## src/ns_fmt_defines.svh

```systemverilog
// Purpose: Offsets, field positions and reset values of the namespace format registers
// Assumes: Word index = byte address / 4
// Notes:   Definitions only
`ifndef NS_FMT_DEFINES_SVH
`define NS_FMT_DEFINES_SVH
// ==========================================================
// Register indices (byte address = 4 * index)
`define IDX_NS_SIZE      7'h00
`define IDX_NS_CAP       7'h02
`define IDX_NS_USE       7'h04
`define IDX_FEAT         7'h18
`define IDX_FMT_COUNT    7'h19
`define IDX_FMT_SEL      7'h1a
`define IDX_MD_CAP       7'h1b
`define IDX_PROT_CAP     7'h1c
`define IDX_ADVICE       7'h1d
`define IDX_CFG_SIZE     7'h40
`define IDX_CFG_CAP      7'h41
`define IDX_CFG_FEAT     7'h42
`define IDX_CFG_FMT      7'h43
`define IDX_CFG_MD       7'h44
`define IDX_CFG_PROT     7'h45
`define TBL_RD_BASE      3'h2
`define TBL_WR_BASE      3'h6
// ==========================================================
// Field positions
`define FEAT_THIN_BIT    0
`define CFG_DEALLOC_BIT  8
`define CFG_FMT_CNT_LSB  0
`define CFG_FMT_SEL_LSB  8
`define CFG_FMT_EXT_BIT  16
`define SEL_EXT_BIT      4
`define MD_EXT_BIT       0
`define MD_SEP_BIT       1
`define PROT_LAST8_BIT   4
`define DESC_MS_LSB      0
`define DESC_DSIZE_LSB   16
`define DESC_MASK        32'h00ff_ffff
// ==========================================================
// Values
`define RST_WORD         32'h0000_0000
`define ADV_MIN_DSIZE    8'h0c
`define ADV_MIN_MS       16'h0008
`endif

```

## src/ns_fmt_pkg.sv

```systemverilog
// Purpose: Types shared by the namespace format registers
// Assumes: Nothing
// Notes:   Constants live in ns_fmt_defines.svh
package ns_fmt_pkg;
    typedef logic [31:0] word_t;
    typedef enum logic [1:0] {
        RESP_OKAY   = 2'h0,
        RESP_SLVERR = 2'h2,
        RESP_DECERR = 2'h3
    } axi_resp_t;
endpackage

```

## src/ns_fmt_regs.sv

```systemverilog
// Purpose: Namespace format and capability descriptor behind an AXI4-Lite slave
// Assumes: Alloc and dealloc pulses come from logic on clk
// Notes:   Descriptor words are read only; firmware sets them up via config words
// Functional notes
// (RULE1) Thin provisioning lets capacity sit below size; deallocations lower utilization. Code lowers it only when config feature bit 8 is also set.
// (RULE2) Without thin provisioning capacity reads exactly the size.
// (RULE3) Format count is zero based, at most sixteen formats, packed from zero.
// (RULE4) Descriptors above the format count read as invalid, all zero.
// (RULE5) A valid but unavailable format may show data size zero.
// (RULE6) Metadata goes wholly extended or wholly separate, never split.
// (RULE7) Prefer 4 KiB blocks and at least eight metadata bytes.
// (RULE8) Select bit 4 set means extended block; clear means separate buffer.
// (RULE9) Select bits 3:0 pick the format; bits 7:5 read zero.
// (RULE10) Metadata capability bit 1 means separate buffer supported; 7:2 reserved.
// (RULE11) Metadata capability bit 0 means extended block supported.
// (RULE12) Protection capability bits may combine; bits 7:5 reserved.
// (RULE13) Protection bit 4 means protection info in last eight metadata bytes.
// (RULE14) Capacity never above size, utilization never above capacity.
// (RULE15) Descriptor words are read only; reserved bits read zero.
//
// The AXI4-Lite slave port was decided locally.
`timescale 1ns/10ps
`default_nettype none
`include "ns_fmt_defines.svh"

module ns_fmt_regs (
    // Clock and reset
    input  wire logic        clk,
    input  wire logic        srst,
    // AXI4-Lite write address
    input  wire logic [11:0] s_awaddr,
    input  wire logic        s_awvalid,
    output logic             s_awready,
    // AXI4-Lite write data
    input  wire logic [31:0] s_wdata,
    input  wire logic [3:0]  s_wstrb,
    input  wire logic        s_wvalid,
    output logic             s_wready,
    // AXI4-Lite write response
    output logic [1:0]       s_bresp,
    output logic             s_bvalid,
    input  wire logic        s_bready,
    // AXI4-Lite read address
    input  wire logic [11:0] s_araddr,
    input  wire logic        s_arvalid,
    output logic             s_arready,
    // AXI4-Lite read data
    output logic [31:0]      s_rdata,
    output logic [1:0]       s_rresp,
    output logic             s_rvalid,
    input  wire logic        s_rready,
    // Block usage events
    input  wire logic        alloc_pulse,
    input  wire logic        dealloc_pulse
);

    // ==========================================================
    // Decode helpers
    function automatic ns_fmt_pkg::word_t merge(
        input ns_fmt_pkg::word_t old_w,
        input ns_fmt_pkg::word_t new_w,
        input logic [3:0]        be
    );
        merge = old_w;
        for (int b = 0; b < 4; b++) begin
            if (be[b]) begin
                merge[8*b +: 8] = new_w[8*b +: 8];
            end
        end
    endfunction

    function automatic logic writable(input logic [6:0] i);
        writable = (i >= `IDX_CFG_SIZE && i <= `IDX_CFG_PROT) || (i[6:4] == `TBL_WR_BASE);
    endfunction

    function automatic logic mapped(input logic [6:0] i);
        mapped = writable(i) || i == `IDX_NS_SIZE || i == `IDX_NS_CAP || i == `IDX_NS_USE
              || (i >= `IDX_FEAT && i <= `IDX_ADVICE) || (i[6:4] == `TBL_RD_BASE);
    endfunction

    // ==========================================================
    // Storage
    ns_fmt_pkg::word_t  cfg_size_q;
    ns_fmt_pkg::word_t  cfg_cap_q;
    ns_fmt_pkg::word_t  cfg_feat_q;
    ns_fmt_pkg::word_t  cfg_fmt_q;
    ns_fmt_pkg::word_t  cfg_md_q;
    ns_fmt_pkg::word_t  cfg_prot_q;
    ns_fmt_pkg::word_t  table_q [16];
    ns_fmt_pkg::word_t  tbl_view [16];
    ns_fmt_pkg::word_t  use_q;
    ns_fmt_pkg::word_t  use_d;

    // ==========================================================
    // Write channel
    logic                   aw_held_q;
    logic                   w_held_q;
    logic [11:0]            awaddr_q;
    ns_fmt_pkg::word_t      wdata_q;
    logic [3:0]             wstrb_q;
    logic                   bvalid_q;
    ns_fmt_pkg::axi_resp_t  bresp_q;

    wire       do_write   = aw_held_q && w_held_q;
    wire [6:0] w_idx      = awaddr_q[8:2];
    wire       w_in_range = awaddr_q[11:9] == 3'h0;
    wire       w_ok       = w_in_range && writable(w_idx);
    wire       w_map      = w_in_range && mapped(w_idx);
    wire       wr_cfg     = do_write && w_ok;

    assign s_awready = !aw_held_q && !bvalid_q;
    assign s_wready  = !w_held_q && !bvalid_q;
    assign s_bvalid  = bvalid_q;
    assign s_bresp   = bresp_q;

    always_ff @(posedge clk) begin
        if (srst) begin
            aw_held_q <= 1'b0;
            awaddr_q  <= 12'h000;
        end else if (s_awvalid && s_awready) begin
            aw_held_q <= 1'b1;
            awaddr_q  <= s_awaddr;
        end else if (do_write) begin
            aw_held_q <= 1'b0;
        end
    end

    always_ff @(posedge clk) begin
        if (srst) begin
            w_held_q <= 1'b0;
            wdata_q  <= `RST_WORD;
            wstrb_q  <= 4'h0;
        end else if (s_wvalid && s_wready) begin
            w_held_q <= 1'b1;
            wdata_q  <= s_wdata;
            wstrb_q  <= s_wstrb;
        end else if (do_write) begin
            w_held_q <= 1'b0;
        end
    end

    // Descriptor words refuse writes with SLVERR, holes give DECERR
    always_ff @(posedge clk) begin
        if (srst) begin
            bvalid_q <= 1'b0;
            bresp_q  <= ns_fmt_pkg::RESP_OKAY;
        end else if (do_write) begin
            bvalid_q <= 1'b1;
            bresp_q  <= w_ok  ? ns_fmt_pkg::RESP_OKAY :
                        w_map ? ns_fmt_pkg::RESP_SLVERR : ns_fmt_pkg::RESP_DECERR; // [RULE15]
        end else if (s_bready) begin
            bvalid_q <= 1'b0;
        end
    end

    // ==========================================================
    // Configuration words
    always_ff @(posedge clk) begin
        if (srst) begin
            cfg_size_q <= `RST_WORD;
            cfg_cap_q  <= `RST_WORD;
            cfg_feat_q <= `RST_WORD;
            cfg_fmt_q  <= `RST_WORD;
            cfg_md_q   <= `RST_WORD;
            cfg_prot_q <= `RST_WORD;
        end else if (wr_cfg) begin
            if (w_idx == `IDX_CFG_SIZE) cfg_size_q <= merge(cfg_size_q, wdata_q, wstrb_q);
            if (w_idx == `IDX_CFG_CAP)  cfg_cap_q  <= merge(cfg_cap_q, wdata_q, wstrb_q);
            if (w_idx == `IDX_CFG_FEAT) cfg_feat_q <= merge(cfg_feat_q, wdata_q, wstrb_q);
            if (w_idx == `IDX_CFG_FMT)  cfg_fmt_q  <= merge(cfg_fmt_q, wdata_q, wstrb_q);
            if (w_idx == `IDX_CFG_MD)   cfg_md_q   <= merge(cfg_md_q, wdata_q, wstrb_q);
            if (w_idx == `IDX_CFG_PROT) cfg_prot_q <= merge(cfg_prot_q, wdata_q, wstrb_q);
        end
    end

    // ==========================================================
    // Capacity and utilization
    wire thin       = cfg_feat_q[`FEAT_THIN_BIT];
    wire dealloc_en = cfg_feat_q[`CFG_DEALLOC_BIT];
    wire [31:0] cap_clamp = (cfg_cap_q > cfg_size_q) ? cfg_size_q : cfg_cap_q; // [RULE14]
    wire [31:0] cap_rd    = thin ? cap_clamp : cfg_size_q;                  // [RULE1] [RULE2]
    wire [31:0] use_rd    = (use_q > cap_rd) ? cap_rd : use_q;              // [RULE14]

    // Counter saturates at capacity; a shrunk capacity is hidden by the clamp
    wire use_inc = alloc_pulse && (use_q < cap_rd);
    wire use_dec = dealloc_pulse && thin && dealloc_en && (use_q != `RST_WORD); // [RULE1]

    assign use_d = (use_inc && !use_dec) ? use_q + 32'h1 :
                   (use_dec && !use_inc) ? use_q - 32'h1 : use_q;

    always_ff @(posedge clk) begin
        if (srst) begin
            use_q <= `RST_WORD;
        end else begin
            use_q <= use_d;
        end
    end

    // ==========================================================
    // Format table and selection
    wire [3:0] fmt_count = cfg_fmt_q[`CFG_FMT_CNT_LSB +: 4];   // [RULE3]
    wire [3:0] sel_raw   = cfg_fmt_q[`CFG_FMT_SEL_LSB +: 4];
    wire [3:0] sel_rd    = (sel_raw <= fmt_count) ? sel_raw : 4'h0; // [RULE9]

    for (genvar e = 0; e < 16; e++) begin : g_tbl
        wire wr_e = wr_cfg && (w_idx == {`TBL_WR_BASE, 4'(e)});
        always_ff @(posedge clk) begin
            if (srst) begin
                table_q[e] <= `RST_WORD;
            end else if (wr_e) begin
                table_q[e] <= merge(table_q[e], wdata_q, wstrb_q);
            end
        end
        // Data size zero passes through to flag an unavailable format [RULE5]
        assign tbl_view[e] = (4'(e) <= fmt_count) ? (table_q[e] & `DESC_MASK)
                                                   : `RST_WORD; // [RULE4]
    end

    ns_fmt_pkg::word_t sel_entry;
    assign sel_entry = table_q[sel_rd];
    wire [15:0] sel_ms    = sel_entry[`DESC_MS_LSB +: 16];
    wire [7:0]  sel_dsize = sel_entry[`DESC_DSIZE_LSB +: 8];
    wire        has_md    = sel_ms != 16'h0000;

    // One transfer mode only; extended needs capability bit 0, otherwise separate is reported even if not offered
    wire cap_ext = cfg_md_q[`MD_EXT_BIT];
    wire cap_sep = cfg_md_q[`MD_SEP_BIT];
    wire ext_rd  = has_md && cap_ext
                && (cfg_fmt_q[`CFG_FMT_EXT_BIT] || !cap_sep); // [RULE6] [RULE8]

    // Advisory only: software decides, the block just reports
    wire adv_dsize = sel_dsize >= `ADV_MIN_DSIZE;            // [RULE7]
    wire adv_ms    = !has_md || (sel_ms >= `ADV_MIN_MS);     // [RULE7]

    // ==========================================================
    // Read-only descriptor bytes
    wire [31:0] feat_word  = {28'h0, cfg_feat_q[3:0]};
    wire [31:0] count_word = {28'h0, fmt_count};                          // [RULE3]
    wire [31:0] sel_word   = {27'h0, ext_rd, sel_rd};                     // [RULE8] [RULE9]
    wire [31:0] md_word    = {30'h0, cap_sep, cap_ext};                   // [RULE10] [RULE11]
    wire [31:0] prot_word  = {27'h0, cfg_prot_q[4:0]};                    // [RULE12] [RULE13]
    wire [31:0] adv_word   = {30'h0, adv_ms, adv_dsize};

    // ==========================================================
    // Read channel
    logic                   rvalid_q;
    ns_fmt_pkg::word_t      rdata_q;
    ns_fmt_pkg::axi_resp_t  rresp_q;

    wire [6:0] r_idx      = s_araddr[8:2];
    wire       r_in_range = s_araddr[11:9] == 3'h0;
    wire       r_map      = r_in_range && mapped(r_idx);
    wire       ar_take    = s_arvalid && s_arready;

    wire h_size  = r_in_range && r_idx == `IDX_NS_SIZE;
    wire h_cap   = r_in_range && r_idx == `IDX_NS_CAP;
    wire h_use   = r_in_range && r_idx == `IDX_NS_USE;
    wire h_feat  = r_in_range && r_idx == `IDX_FEAT;
    wire h_count = r_in_range && r_idx == `IDX_FMT_COUNT;
    wire h_sel   = r_in_range && r_idx == `IDX_FMT_SEL;
    wire h_md    = r_in_range && r_idx == `IDX_MD_CAP;
    wire h_prot  = r_in_range && r_idx == `IDX_PROT_CAP;
    wire h_adv   = r_in_range && r_idx == `IDX_ADVICE;
    wire h_tbl   = r_in_range && r_idx[6:4] == `TBL_RD_BASE;
    wire h_twr   = r_in_range && r_idx[6:4] == `TBL_WR_BASE;
    wire h_csize = r_in_range && r_idx == `IDX_CFG_SIZE;
    wire h_ccap  = r_in_range && r_idx == `IDX_CFG_CAP;
    wire h_cfeat = r_in_range && r_idx == `IDX_CFG_FEAT;
    wire h_cfmt  = r_in_range && r_idx == `IDX_CFG_FMT;
    wire h_cmd   = r_in_range && r_idx == `IDX_CFG_MD;
    wire h_cprot = r_in_range && r_idx == `IDX_CFG_PROT;

    wire [31:0] rd_word =
          ({32{h_size}}  & cfg_size_q) | ({32{h_cap}}   & cap_rd)
        | ({32{h_use}}   & use_rd)     | ({32{h_feat}}  & feat_word)
        | ({32{h_count}} & count_word) | ({32{h_sel}}   & sel_word)
        | ({32{h_md}}    & md_word)    | ({32{h_prot}}  & prot_word)
        | ({32{h_adv}}   & adv_word)   | ({32{h_tbl}}   & tbl_view[r_idx[3:0]])
        | ({32{h_twr}}   & table_q[r_idx[3:0]])
        | ({32{h_csize}} & cfg_size_q) | ({32{h_ccap}}  & cfg_cap_q)
        | ({32{h_cfeat}} & cfg_feat_q) | ({32{h_cfmt}}  & cfg_fmt_q)
        | ({32{h_cmd}}   & cfg_md_q)   | ({32{h_cprot}} & cfg_prot_q);

    assign s_arready = !rvalid_q;
    assign s_rvalid  = rvalid_q;
    assign s_rdata   = rdata_q;
    assign s_rresp   = rresp_q;

    always_ff @(posedge clk) begin
        if (srst) begin
            rvalid_q <= 1'b0;
            rdata_q  <= `RST_WORD;
            rresp_q  <= ns_fmt_pkg::RESP_OKAY;
        end else if (ar_take) begin
            rvalid_q <= 1'b1;
            rdata_q  <= rd_word;
            rresp_q  <= r_map ? ns_fmt_pkg::RESP_OKAY : ns_fmt_pkg::RESP_DECERR;
        end else if (s_rready) begin
            rvalid_q <= 1'b0;
        end
    end
endmodule

`default_nettype wire

```

## config.mk

```make
export PLATFORM = sky130hd
export DESIGN_NAME = ns_fmt_regs
export DESIGN_NICKNAME = d
export VERILOG_FILES = /design/src/ns_fmt_pkg.sv /design/src/ns_fmt_regs.sv
export VERILOG_INCLUDE_DIRS = /design/src
export SDC_FILE = /design/constraint.sdc
export NUM_CORES = 2
export LEC_CHECK = 0
export BUFFER_PORTS_ARGS = -buffer_cell sky130_fd_sc_hd__buf_4
export CORE_UTILIZATION = 43
export DETAILED_ROUTE_END_ITERATION = 6
export PLACE_DENSITY_LB_ADDON = 0.1
export SLEW_MARGIN = 10
export SYNTH_ARGS = -nofsm -noshare
export SYNTH_HDL_FRONTEND = slang
export SYNTH_SLANG_ARGS = --single-unit
```

## constraint.sdc

```tcl
create_clock -name clk -period 9.1 [get_ports clk]
set_clock_uncertainty 0.05 [all_clocks]
set_input_delay 1.82 -clock clk [delete_from_list [all_inputs] [get_ports clk]]
set_output_delay 1.82 -clock clk [all_outputs]
set_load 0.05 [all_outputs]
```

# Yosys cells after proc, flatten, opt, wreduce, memory -nomap -nowiden
# Memories as Yosys holds them, arrays and structs flattened.
# Index checks and enable logic that the tools add are counted.
dict set report totals {
  regBits 312
  elab_cells 566
  inputBits 69
  out_inout_bits 41
  mem_bits_rw 512
  memories 1
}
# memory words word_bits rd rd_ports_with_merged_regs write_ports line_no
set memory_table {}
lappend memory_table {table_q 16 32 18 0 16 ns_fmt_regs.sv:89} ;# ns_fmt_pkg::word_t table_q [16];
dict set report op_classes {
  magnitude_cmp 31
  reduce_logical 112
  n_eq_ne 42
  n_addsub 2
  n_bitwise 50
  mux 293
}
# op count
set op_table {}
lappend op_table {{$mux 8} 192}
lappend op_table {{$mux 32} 23}
lappend op_table {{$or 32x32->32} 16}
lappend op_table {{$mux 24} 16}
lappend op_table {{$and 32x32->32} 11}
lappend op_table {{$eq 7x7->1 const B} 28}
lappend op_table {{$bmux 32 s4} 1}
lappend op_table {{$reduce_and 3->1} 24}
lappend op_table {{$and 32x2->32} 2}
lappend op_table {{$and 32x4->32} 2}
lappend op_table {{$and 32x5->32} 2}
lappend op_table {{$gt 32x32->1} 2}
lappend op_table {{$mux 1} 58}
lappend op_table {{$logic_and 1x1->1} 55}
lappend op_table {{$eq 7x5->1 const B} 6}
lappend op_table {{$add 32x1->32 const B} 1}
lappend op_table {{$le 4x4->1 const A} 8}
lappend op_table {{$lt 32x32->1} 1}
lappend op_table {{$reduce_bool 32->1} 1}
lappend op_table {{$sub 32x1->32 const B} 1}
lappend op_table {{$ge 16x4->1 const B} 1}
lappend op_table {{$le 3x4->1 const A} 4}
lappend op_table {{$or 1x1->1} 16}
lappend op_table {{$reduce_bool 16->1} 1}
lappend op_table {{other kinds (21)} 58}

# Depth between registers and ports, before layout
dict set report depth {
  word_depth 21
  ltp_mapped 29
  depth_no_buf 28
}

# Worst setup path before layout
# Ideal clock, no wire load.
dict set report synth_path {
  path_kind {register to register}
  startpoint {reg cfg_size_q[15]}
  endpoint {reg use_q[31]}
  setup_ps 121
  path_slack_ps 2680
  t_required_ps 8929
  t_arrival_ps 6250
  stages_incl_launch_ff 30
  path_cell_list {dfxtp_1 > inv_1 > ha_1 > nand4_1 > nor3_1 > o21ai_1 > a31oi_1 > o31ai_1 > a41oi_2 > buf_4 > mux2_2 > ha_1 > nor2b_1 > o211ai_1 > a2111o_1 > o211ai_1 > a211o_1 > nor2_1 > ha_1 > inv_1 > ha_1 > a21oi_1 > a21boi_0 > o31ai_1 > a31oi_1 > o22ai_1 > o211ai_1 > and2_1 > a31oi_1 > mux2_2}
}
dict set report synth_between {
  elab_chain_cells 8
  word_cells_on_any_way 10
}
# item line_no
set synth_lines {}
lappend synth_lines {{start: declaration} ns_fmt_regs.sv:83} ;# ns_fmt_pkg::word_t cfg_size_q;
lappend synth_lines {{start signal: assignment} ns_fmt_regs.sv:160} ;# cfg_size_q <= `RST_WORD;
lappend synth_lines {{start signal: assignment} ns_fmt_regs.sv:167} ;# if (w_idx == `IDX_CFG_SIZE) cfg_size_q <= merge(cfg_size_q, wdata_q, wstrb_q);
lappend synth_lines {{$gt 32x32->1} ns_fmt_regs.sv:180} ;# wire [31:0] cap_clamp = (cfg_cap_q > cfg_size_q) ? cfg_size_q : cfg_cap_q;
lappend synth_lines {{$mux 32} ns_fmt_regs.sv:180}
lappend synth_lines {{$mux 32 *} ns_fmt_regs.sv:181} ;# wire [31:0] cap_rd = thin ? cap_clamp : cfg_size_q;
lappend synth_lines {{$lt 32x32->1 *} ns_fmt_regs.sv:185} ;# wire use_inc = alloc_pulse && (use_q < cap_rd);
lappend synth_lines {{$logic_and 1x1->1 *} ns_fmt_regs.sv:185}
lappend synth_lines {{$logic_not 1->1} ns_fmt_regs.sv:189} ;# (use_dec && !use_inc) ? use_q - 32'h1 : use_q;
lappend synth_lines {{$logic_and 1x1->1} ns_fmt_regs.sv:189}
lappend synth_lines {{$reduce_bool 2->1 (no source line)} -}
lappend synth_lines {{end signal: assignment} ns_fmt_regs.sv:193} ;# use_q <= `RST_WORD;
lappend synth_lines {{end signal: assignment} ns_fmt_regs.sv:195} ;# use_q <= use_d;
lappend synth_lines {{end: declaration} ns_fmt_regs.sv:91} ;# ns_fmt_pkg::word_t use_q;
# Mark *: on every way between the ends. The rest lies on a longest branch, timed or not.
# A chain may end at the register's enable or synchronous reset.

# Worst setup path after layout
# Ends and elaborated chain as after synthesis.

==> run metrics <==
status=finished, violations left; failing checks=design-rule violations; clock-pin slew on the worst setup and hold paths=60 ps; HP Class=reg -> reg; Synthesized Nets=4,405; Avg WL per Cell=28.12 µm; die width=roughly 320 µm; largest family of logic cells by synthesized area=simple AND/OR/NAND/NOR gates; TNS Setup=0 ps; Post-synth EDFFs=512; gpl congestion=0.9173; die area=between 100,000 and 150,000 µm²; initial antenna violation count=3; DRT iter0 DRCs=4,236; Initial Utilization=43.68%; chip height=about 320 µm; compound-gate portion of the synthesized area=14.19%; post-synthesis simple-gate area fraction=a little under a fifth; drt pass-1 iters=7; Netlist Area Pre-Place=44,760 µm²; #FFs+latches synth=821; Slowest-stage cell, CP=nor3_1; final instance area=49,390 µm²; Cell Count, Final, Fillers Out=5,598; Synth Instances=4,236; Post-Synth XOR/XNOR Area=less than 1%; Post-CTS Resized=0; post-synthesis mux area share=11.40%; Flop pwr share=~38%; Max IR drop VDD=238.3 µV; internal power=7.606 mW; Final Power=11.62 mW; startpoint types=register; Core Util, Final=between 40% and 50%; worst setup path start=cfg_size_q[15]; net switching share of the total power=between 30% and 40%; pre-CTS WS=1043 ps; CTS HTree Levels=3; CTS max path bufs=3; main flop type after synthesis=edfxtp_1; Yosys top cell by area=edfxtp_1; Inserted Clock Buffers=91; YS warnings=0; first-pass GRT wire length=230,900 µm; NetSw=approximately 4.0 mW; setup slack after layout=between 700 and 800 ps; CP dominant cell by count=ha_1; Slew HR=a little over an eighth; Max stage delay on crit path=500 ps; power per cell area=235.2 nW/µm²; max-cap violations=0; vias=35,430; total detailed-routing wirelength=157,400 µm; Area contributors post-synth=edfxtp_1 (34%), dfxtp_1 (14%), and2_1 (7.4%), mux4_2 (7.3%), nand2_1 (4.1%); setup violators final=0; post-CTS setup buffer count=0; Setup crit end kind=register; hold_buf cts=0; RSZ-0062 raised after global routing=no; Global Route Usage Sum=29.20%; core area=102,500 µm²; Achievable Freq=120.2 MHz; IO Pins=110; dpl cell area=46,530 µm²; DRT antenna net count=0; Crit Path Class=reg -> reg; post-synthesis adder-cell area fraction=2.812%; Pleak=18.46 nW; share of the synthesized area in the top cell type=between 30% and 40%; Clk network pwr share=between 30% and 40%; worst hold start=cfg_fmt_q[29]; DP HPWL=108,000 µm; vias in the first global route=33,740; largest net degree at the start of global routing=119; average cell area after synthesis=10.57 µm²; Clock Sinks=around 820; Reg-to-Reg Start=cfg_size_q[15]; Data required, critical path=9620 ps; Slew Limit Fails=0; worst-skew pair later-pin latency=690 ps; slew at the pin closest to its max-slew limit=1297 ps; FP Rows=roughly 120; Seq/Total Area, Yosys=48.17%; Comb pwr share=30.7%; post-synth cell types=91; final worst-path cycle share=91.43%; worst-path fanout max=31; CTS root buffer=clkbuf_16; share of cells above drive strength 1=12.89%; via-per-instance ratio=6.328; grt total ovfl=0; placed insts=5,436; async set or reset register ratio after synthesis=0%; Final Hold Fails=0; port bufs=around 110; drc violations=2; Syn-to-layout area delta=10.33%; CTS tree=built; WHS=~410 ps; Worst Path Arrival=between 8000 and 9000 ps; Layout Nets=4,330; Min Clock Period, post-route=8320 ps
## Yosys cell counts (47+ instances only)
cell type,count
mux4_2,146
buf_2,71
clkbuf_1,249
mux2i_1,135
dfxtp_1,309
a21oi_1,311
o21ai_0,90
nor3_1,47
nand2_1,484
edfxtp_1,512
ha_1,99
nand3_1,145
and2_1,526
nor2_1,235
a221oi_1,139
inv_1,51
nor4_1,76
## critical path: cells and delay by family (launching register included)
family                     cells  cell delay (ps)
DFF                            1              380
AOI/OAI and AO/OA             14             3650
muxes                          2              630
buffers and inverters          4              940
adders and majority gates      4             1250
and+or+nand+nor                6             1260
## layer usage
metal	vias to the layer above	part of all wire, %	GRT usage, %
met4	2	5.6	15.11
met5	-	0.011	0
met3	371	7.3	4.348
li1	15770	-	-
met2	1717	45	45.68
met1	17560	42	39.30
## path summary, 6_finish.rpt
| kind | cells past startpoint | slack, ps | endpoint |
|---|---|---|---|
| max | 30 | 780 | use_q[31] |
| min | 2 | 410 | cfg_fmt_q[29] |
| max reg2reg | 30 | 780 | use_q[31] |
| min reg2reg | 2 | 410 | cfg_fmt_q[29] |
## power groups by stage
stage          Combinational (mW)  Sequential [mW]  Clock, mW
2_1_floorplan                2.68             4.36          0
3_3_place_gp                 3.47             4.47          0
3_5_place_dp                 3.49             4.48          0
4_1_cts                      3.52             4.40       3.68
5_1_grt                      3.91             4.43       3.81
6_report                     3.57             4.41       3.64
## cells in the final DEF, fill, tap and decap left out, types with 29 or more instances in the layout
cell type,count
buf_4,194
nand4_1,32
nand3_1,145
mux4_2,146
nor4_1,76
and2_1,525
edfxtp_1,512
a211oi_1,44
a221oi_1,139
inv_1,50
a21oi_1,310
nand2_1,483
a21o_1,31
nor2_1,212
o21ai_0,90
dfxtp_1,308
nand2b_1,29
clkbuf_1,31
ha_1,99
nor3_1,45
mux2i_1,135
a221o_1,31
a222oi_1,31
clkbuf_16,91
## kinds of logic after synthesis
family,count (synthesis)
multiplexers,302
XOR/XNOR,24
flip-flops,821
adder cells (fa/ha/maj),100
AND/OR/NAND/NOR,1668
buffers and inverters,422
AO/OA/AOI/OAI,899
## sequential cells by signal (all words and copies together) (netlist names)
register / count
awaddr_q: 10
cfg_fmt_q: 32
table_q: 512
wstrb_q: 4
s_rdata: 32
cfg_size_q: 32
s_bvalid: 1
s_bresp: 2
cfg_md_q: 32
s_rresp: 1
w_held_q: 1
s_rvalid: 1
cfg_cap_q: 32
aw_held_q: 1
cfg_prot_q: 32
cfg_feat_q: 32
wdata_q: 32
use_q: 32
## layout make-up
class                   count  area, µm²
multi-input cells        2993      21530
clock buffers             129       2490
clock inverters            32      362.8
repair buffers            198       1518
inverters                  56      212.7
fillers                  9422      53090
diodes                      1      2.502
flip-flops and latches    821      21560
well taps                1368       1712
Power figures use the tool's default switching activity.
